[src/hpw_pkg.sv]
// Package for the host port write block: widths, states, carrier structs.
// Assumes a single core clock; nothing here is timing critical.
package hpw_pkg;

  localparam int ADDR_W = 2;
  localparam int DATA_W = 8;
  localparam int NUM_REGS = 4;
  localparam int SYNC_STAGES = 3;
  localparam logic [DATA_W-1:0] REG_RESET = 8'h00;

  // One-hot cycle sequencer states
  typedef enum logic [3:0] {
    HPW_IDLE = 4'b0001,
    HPW_ACK = 4'b0010,
    HPW_RELEASE = 4'b0100,
    HPW_WAIT_START = 4'b1000
  } hpw_state_e;

  // Host pins as seen by the device
  typedef struct packed {
    logic chip_select_n;
    logic read_not_write;
    logic [ADDR_W-1:0] reg_addr;
    logic [DATA_W-1:0] data_bus;
  } hpw_pins_s;

  // Ready pin drive: level and output enable
  typedef struct packed {
    logic ready_n;
    logic ready_oe;
  } hpw_ready_s;

endpackage

[src/hpw_host_write.sv]
// Write side of the asynchronous 8-bit parallel host port.
// Assumes host pins are asynchronous to clk_in and ready has an external pullup.
`timescale 1ns/1ps

// Notes on behaviour
// - A write starts on the falling edge of chip select with all other lines already valid.
// - The device pulls ready low once it has taken the byte.
// - On chip select rising, ready is driven high for one clock and then released.
// - No clock is shared with the host; chip select and ready alone sequence the cycle.
module hpw_host_write #(
  parameter int NUM_REGS = hpw_pkg::NUM_REGS
) (
  input wire logic clk_in,
  input wire logic rst_in,
  input wire logic host_chip_select_n_in,
  input wire logic host_read_not_write_in,
  input wire logic [hpw_pkg::ADDR_W-1:0] host_reg_addr_in,
  input wire logic [hpw_pkg::DATA_W-1:0] host_data_bus_in,
  output logic host_ready_n_out,
  output logic host_ready_oe_out,
  output logic [NUM_REGS*hpw_pkg::DATA_W-1:0] host_regs_out,
  output logic write_strobe_out
);

  typedef struct packed {
    logic cs_low;
    hpw_pkg::hpw_state_e state;
    hpw_pkg::hpw_ready_s ready;
    logic [NUM_REGS*hpw_pkg::DATA_W-1:0] regs;
    logic strobe;
  } hpw_core_s;

  hpw_core_s cur;
  hpw_core_s next_cur;
  hpw_pkg::hpw_pins_s pins;
  logic next_cs_low;
  logic cs_fall;
  logic cs_rise;
  logic is_write;
  logic cs_seen_n;
  logic rnw_seen;
  logic [hpw_pkg::ADDR_W-1:0] addr_seen;
  logic [hpw_pkg::DATA_W-1:0] data_seen;

  // Chip select, idle high
  hpw_pin_filter #(
    .WIDTH(1),
    .IDLE_LEVEL(1'b1)
  ) u_cs_filter (
    .clk_in(clk_in),
    .rst_in(rst_in),
    .pin_in(host_chip_select_n_in),
    .level_out(cs_seen_n)
  );

  // Direction, idle high
  hpw_pin_filter #(
    .WIDTH(1),
    .IDLE_LEVEL(1'b1)
  ) u_rnw_filter (
    .clk_in(clk_in),
    .rst_in(rst_in),
    .pin_in(host_read_not_write_in),
    .level_out(rnw_seen)
  );

  // Register address
  hpw_pin_filter #(
    .WIDTH(hpw_pkg::ADDR_W),
    .IDLE_LEVEL('0)
  ) u_addr_filter (
    .clk_in(clk_in),
    .rst_in(rst_in),
    .pin_in(host_reg_addr_in),
    .level_out(addr_seen)
  );

  // Write byte
  hpw_pin_filter #(
    .WIDTH(hpw_pkg::DATA_W),
    .IDLE_LEVEL('0)
  ) u_data_filter (
    .clk_in(clk_in),
    .rst_in(rst_in),
    .pin_in(host_data_bus_in),
    .level_out(data_seen)
  );

  assign pins.chip_select_n = cs_seen_n;
  assign pins.read_not_write = rnw_seen;
  assign pins.reg_addr = addr_seen;
  assign pins.data_bus = data_seen;

  always_comb
  begin
    next_cur = cur;
    // Filtered pins; edges are found against the registered level
    next_cs_low = ~pins.chip_select_n;
    next_cur.cs_low = next_cs_low;
    cs_fall = next_cs_low && !cur.cs_low;
    cs_rise = !next_cs_low && cur.cs_low;
    is_write = ~pins.read_not_write;
    next_cur.strobe = 1'b0;
    case (cur.state)
      hpw_pkg::HPW_IDLE:
      begin
        next_cur.ready = '{ready_n: 1'b1, ready_oe: 1'b0};
        if (cs_fall && is_write)
        begin
          // Pins were stable since before the edge and stay so until ready
          for (int i = 0; i < NUM_REGS; i++)
          begin
            if (pins.reg_addr == i[hpw_pkg::ADDR_W-1:0])
            begin
              next_cur.regs[i*hpw_pkg::DATA_W +: hpw_pkg::DATA_W] = pins.data_bus;
            end
          end
          next_cur.strobe = 1'b1;
          next_cur.ready = '{ready_n: 1'b0, ready_oe: 1'b1};
          next_cur.state = hpw_pkg::HPW_ACK;
        end
        else if (cs_fall)
        begin
          // Read cycles belong to another block; wait for the end
          next_cur.state = hpw_pkg::HPW_WAIT_START;
        end
      end
      hpw_pkg::HPW_ACK:
      begin
        if (cs_rise)
        begin
          next_cur.ready = '{ready_n: 1'b1, ready_oe: 1'b1};
          next_cur.state = hpw_pkg::HPW_RELEASE;
        end
      end
      hpw_pkg::HPW_RELEASE:
      begin
        next_cur.ready = '{ready_n: 1'b1, ready_oe: 1'b0};
        next_cur.state = hpw_pkg::HPW_IDLE;
      end
      hpw_pkg::HPW_WAIT_START:
      begin
        if (cs_rise)
        begin
          next_cur.state = hpw_pkg::HPW_IDLE;
        end
      end
      default:
      begin
        next_cur.state = hpw_pkg::HPW_IDLE;
        next_cur.ready = '{ready_n: 1'b1, ready_oe: 1'b0};
      end
    endcase
  end

  always_ff @(posedge clk_in)
  begin
    if (rst_in)
    begin
      cur.cs_low <= 1'b0;
      cur.state <= hpw_pkg::HPW_IDLE;
      cur.ready <= '{ready_n: 1'b1, ready_oe: 1'b0};
      cur.regs <= {NUM_REGS{hpw_pkg::REG_RESET}};
      cur.strobe <= 1'b0;
    end
    else
    begin
      cur <= next_cur;
    end
  end

  assign host_ready_n_out = cur.ready.ready_n;
  assign host_ready_oe_out = cur.ready.ready_oe;
  assign host_regs_out = cur.regs;
  assign write_strobe_out = cur.strobe;

endmodule

// One filter per host pin group: three flip-flops per bit plus a held level, and a new level counts
// once the second and third stages agree
module hpw_pin_filter #(
  parameter int WIDTH = 1,
  parameter logic [WIDTH-1:0] IDLE_LEVEL = '0
) (
  input wire logic clk_in,
  input wire logic rst_in,
  input wire logic [WIDTH-1:0] pin_in,
  output logic [WIDTH-1:0] level_out
);

  typedef struct packed {
    logic [hpw_pkg::SYNC_STAGES-1:0][WIDTH-1:0] stages;
    logic [WIDTH-1:0] held;
  } hpw_filter_s;

  hpw_filter_s cur;
  hpw_filter_s next_cur;
  logic [WIDTH-1:0] agreed;

  always_comb
  begin
    next_cur = cur;
    next_cur.stages = {cur.stages[hpw_pkg::SYNC_STAGES-2:0], pin_in};
    agreed = cur.held;
    if (cur.stages[hpw_pkg::SYNC_STAGES-1] == cur.stages[hpw_pkg::SYNC_STAGES-2])
    begin
      agreed = cur.stages[hpw_pkg::SYNC_STAGES-1];
    end
    next_cur.held = agreed;
  end

  always_ff @(posedge clk_in)
  begin
    if (rst_in)
    begin
      cur.stages <= {hpw_pkg::SYNC_STAGES{IDLE_LEVEL}};
      cur.held <= IDLE_LEVEL;
    end
    else
    begin
      cur <= next_cur;
    end
  end

  assign level_out = agreed;

endmodule

[config.mk]
export PLATFORM = sky130hd
export DESIGN_NAME = hpw_host_write
export DESIGN_NICKNAME = d
export VERILOG_FILES = /design/src/hpw_pkg.sv /design/src/hpw_host_write.sv
export SDC_FILE = /design/constraint.sdc
export NUM_CORES = 1
export LEC_CHECK = 0
export BUFFER_PORTS_ARGS = -buffer_cell sky130_fd_sc_hd__buf_2
export CAP_MARGIN = 10
export CORE_ASPECT_RATIO = 1.5
export CORE_MARGIN = 3
export CORE_UTILIZATION = 50
export CTS_BUF_LIST = sky130_fd_sc_hd__clkbuf_2
export DETAILED_ROUTE_END_ITERATION = 7
export PLACE_DENSITY = 0.68
export SYNTH_ARGS = -nofsm -noshare
export SYNTH_HDL_FRONTEND = slang
export SYNTH_SLANG_ARGS = --single-unit
[constraint.sdc]
create_clock -name clk_in -period 2.49 [get_ports clk_in]
set_input_delay 0.3735 -clock clk_in [delete_from_list [all_inputs] [get_ports clk_in]]
set_output_delay 0.3735 -clock clk_in [all_outputs]
set_load 0.05 [all_outputs]
Word-level counts from Yosys, hierarchy flattened --
Cells that the tools add are included.
Storage, ports and cells: register bits after elaboration 88, bits of input ports 14, output and inout port bits 35
Operators by class: equality and inequality tests 13, muxes and demuxes 15, bitwise operators 4, reduce and logical (&&, ||, !) cells 12
Operators by type and width (number):
- two-way mux 8 bit | 5
- two-way mux 35 bit | 1
- AND reduction 3 bit | 5
- two-way mux 4 bit | 3
- one-hot mux 4 bit (3 select lines) | 1
- == test 8 bit | 1
- two-way mux 6 bit | 1
- one-hot mux 2 bit (3 select lines) | 1
- == test 2 bit, second input constant | 2
- == test 4 x 1 -> 1 bit, second input constant | 1
- == test 4 x 2 -> 1 bit, second input constant | 1
- == test 4 bit, second input constant | 1
- inequality test 2 bit, second input constant | 2
- NOT 1 bit | 4
- logical AND 1 bit | 3
- inequality test 3 bit, second input constant | 1
- == test 1 bit | 2
- == test 2 x 1 -> 1 bit, second input constant | 1
- == test 2 bit | 1
- logical NOT 2 bit | 1
- two-way mux 1 bit | 2
- two-way mux 2 bit | 1
- AND reduction 2 bit | 1
- OR reduction 2 bit | 1
- logical NOT 1 bit | 1

Depth between registers and ports, before layout --
word-level depth 7, gate-level depth with buffers 7

Cells and area by module --
A second synthesis with hierarchy kept.
Unflattened totals: cells, all modules 337, area total of the unflattened synthesis 3514.6 µm²
By module, submodules not included:
- hpw_host_write | instances 1, cells each 188, area each 1824.2 µm², sequential area each 800.8 µm²
- hpw_pin_filter (u_data_filter) | instances 1, cells each 104, area each 1184.9 µm², sequential area each 640.6 µm²
- hpw_pin_filter (u_addr_filter) | instances 1, cells each 27, area each 272.8 µm², sequential area each 160.2 µm²
- hpw_pin_filter (u_cs_filter ...) | instances 2, cells each 9, area each 116.4 µm², sequential area each 80.1 µm²

Least setup slack after synthesis --
No wires, ideal clock.
path kind reg2reg, start point register cur[36] (netlist bit), end point register cur, in the netlist host_regs_out[30], library setup time 0.091 ns, data arrival time 1.998 ns, path slack 0.401 ns, cell stages (with the launch flop) 7, path through dfxtp_1 > or4b_4 > or4_4 > a21oi_4 > buf_6 > a21oi_1 > a311oi_1
On the way: longest elaborated chain between the ends 2
Ends and longest elaborated chain:
- from (decl) | line hpw_host_write.sv:33 | hpw_core_s cur;
- from (signal assigned) | line hpw_host_write.sv:168 | cur <= next_cur;
- == test 4 x 1 -> 1 bit | line hpw_host_write.sv:104 | case (cur.state)
- AND reduction 3 bit (no line)
Every way passes these cells. A chain may end at the register's enable or synchronous reset.

Worst setup path after layout --
start point register cur[36] (netlist bit), end point register cur, in the netlist host_regs_out[21]
The elaborated chain is that of the path after synthesis.

==> reports/metrics.csv <==
stage,metric,value,unit
timing,final_max_slew_viol_count,0,
clocking,cts_hold_buf,1,
clocking,cts_root_buf,clkbuf_2,
synthesis,synth_top_area_share,0.535,
worst_setup_path,worstPathArrival,2.65,ns
floorplan,ios,49,
placement,port_buffers,48,
clocking,clkSinkCount,88,
timing,hold_viol,0,
synthesis,synth_area,3290,um^2
layout,diodes,0,
power,irDropWorstVdd,370,uV
timing,period_needed,2.24,ns
timing,maxSlewHeadroom,0.397,
synthesis,yosysWarnings,0,
timing,fmax,446,MHz
timing,setup_tns,0,ns
global_route,first_global_vias,1966,
synthesis,seq_area_frac_synth,0.535,
clocking,clk_latency,0.49,ns
worst_setup_path,cp-end-kind,flop,
layout,layout-drive-gt1-share,0.238,
synthesis,synth_flop_cell,dfxtp_1,
route,via_count,2171,
floorplan,rows,35,
job,maxCapViolations,0,
clocking,path_clk_slew,0.19,ns
route,dr.pass1.iters,4,
clocking,cts_setup_buffers,0,
synthesis,yosysMostFrequentCell,dfxtp_1,
clocking,clockBufferDepth,2,
global_route,grt_usage,0.151,
route,avgViaCountPerCell,5.35,
power,power.density,628,nW/um^2
route,route.detailed.drc,0,
clocking,cts_resized,0,
worst_setup_path,crit_type,flop to flop,
clocking,cts_tree,built,
global_route,grt_max_degree,55,
layout,fin_nets,344,
outcome,outcome,finished clean,
hold_path,hold_class,input port to flop,
synthesis,synth_async_sr_flop_share,0,
clocking,htreeDepth,3,
placement,gp_congestion,0.789,
timing,setup_violations,0,
timing,clock_skew,0.0343,ns
synthesis,synthesis.nets,334,
synthesis,syn_inst,320,
global_route,grt_pass1_wl,8960,um
power,total_power,0.00217,W
global_route,gr-total-overflow,0,
timing,tightest_slew,0.904,ns
synthesis,synth.area.top_cells,"dfxtp_1, a311oi_1, buf_4, nor2b_1, a21oi_1",
route,ant_nets,0,
synthesis,synth-edff-count,0,
worst_setup_path,critPathLaunchType,flop,
placement,place_hpwl,3620,um
route,routedWlPerCell,13.1,um
worst_setup_path,crit_path_max_fanout,32,
timing,rsz0062_at_grt,false,
floorplan,die_x,72.3,um
worst_setup_path,cp.required,2.89,ns
floorplan,design.die.area,7620,um^2
timing,period_share,0.901,
clocking,numCtsBuffers,9,
synthesis,synth-seq-cells,88,
floorplan,start_util,0.526,
route,first_iter_violations,134,
synthesis,syn_avg_cell_area,10.3,um^2
layout,syn_to_final_growth,4.75,%
route,wl,5320,um
synthesis,synth_commonest_cells,"dfxtp_1, a21oi_1, a311oi_1, buf_4, nor2b_1",
floorplan,fp.dieH,105,um
power,p_leak,1.43,nW
worst_setup_path,rrSetupSlack,0.25,ns
global_route,antenna_found_initial,0,
floorplan,core,6260,um^2
synthesis,synth_area_leader_cell,dfxtp_1,
synthesis,synthDistinctLibCells,33,
-- per-layer routing --
metal	share of wire	vias up	global-route usage	wire length (um)
met3	0.062	19	0.0382	330
met2	0.45	76	0.226	2380
met5	0	-	0	0
met4	0.051	0	0.113	272
li1	-	1119	-	-
met1	0.44	957	0.181	2330
-- area by class of cell --
type                       count  area [um^2]
fill                         573         2810
sequential                    88         1760
multi-input combinational    173         1170
timing repair buffer          55          320
tap                           74         92.6
clock inverter                 4         48.8
clock buffer                   9         45.0
inverter                       3         11.3
-- state kept, by name (all words and copies together) (netlist names) --
| signal | cells |
|---|---|
| u_addr_filter.cur | 8 |
| host_ready_n_out | 1 |
| u_data_filter.cur | 32 |
| host_regs_out | 32 |
| host_ready_oe_out | 1 |
| u_cs_filter.cur | 4 |
| write_strobe_out | 1 |
| u_rnw_filter.cur | 4 |
| cur | 5 |
-- cell usage in the layout (no fill, tap or decap), types with 4 or more instances in the layout --
| cell | instances |
|---|---|
| nor2_1 | 14 |
| nor4_1 | 4 |
| mux2i_1 | 10 |
| nor2b_1 | 32 |
| buf_4 | 4 |
| clkbuf_2 | 9 |
| buf_2 | 48 |
| a21oi_1 | 36 |
| a311oi_1 | 32 |
| or2_2 | 8 |
| xor2_1 | 8 |
| nand2_1 | 4 |
| o21ai_0 | 4 |
| dfxtp_1 | 88 |
-- where the power goes --
part           switching (W)  leakage (nW)  internal (W)
Clock               0.000413        0.0635      0.000215
Combinational      0.0000494         0.648     0.0000418
Sequential         0.0000108         0.715       0.00144
-- logic make-up (layout without fill, tap and decap cells) --
| logic type | count (synthesis) | after routing | synth area share |
|---|---|---|---|
| buffers and inverters | 59 | 71 | 0.110 |
| muxes | 10 | 10 | 0.0304 |
| and+or+nand+nor | 73 | 73 | 0.130 |
| AOI/OAI and AO/OA | 78 | 78 | 0.163 |
| DFF | 88 | 88 | 0.535 |
| adders and majority gates | 2 | 2 | 0.00608 |
| xor gates and xnor gates | 10 | 10 | 0.0266 |
-- critical path, cell delays in order, from the launching register on --
cell,delay (ns)
dfxtp_1,0.39
or4b_4,0.57
or4_4,0.53
a21oi_4,0.15
buf_12,0.19
a21oi_1,0.09
a311oi_1,0.26
-- final timing paths --
path / start / end / cells after the start
worst max-delay path: cur[36] / host_regs_out[21] / 6
worst min register to register: u_rnw_filter.cur[1] / u_rnw_filter.cur[2] / 1
worst min-delay path: host_read_not_write_in / u_rnw_filter.cur[1] / 2
worst max register to register: cur[36] / host_regs_out[21] / 6
-- metrics by stage --
stage               worst slack [ns]  cells  cell area (um^2)   util  hold slack, ns
floorplan                      0.401    320              3290      -           0.389
global placement               0.337    392              3350  0.534           0.393
detailed placement             0.247    392              3350  0.534           0.394
CTS                            0.230    406              3450  0.551          0.0114
global route                   0.101    406              3450  0.551         0.00423
finish                         0.247    406              3450  0.551          0.0759
No activity file was read; power rests on OpenSTA's default activity.
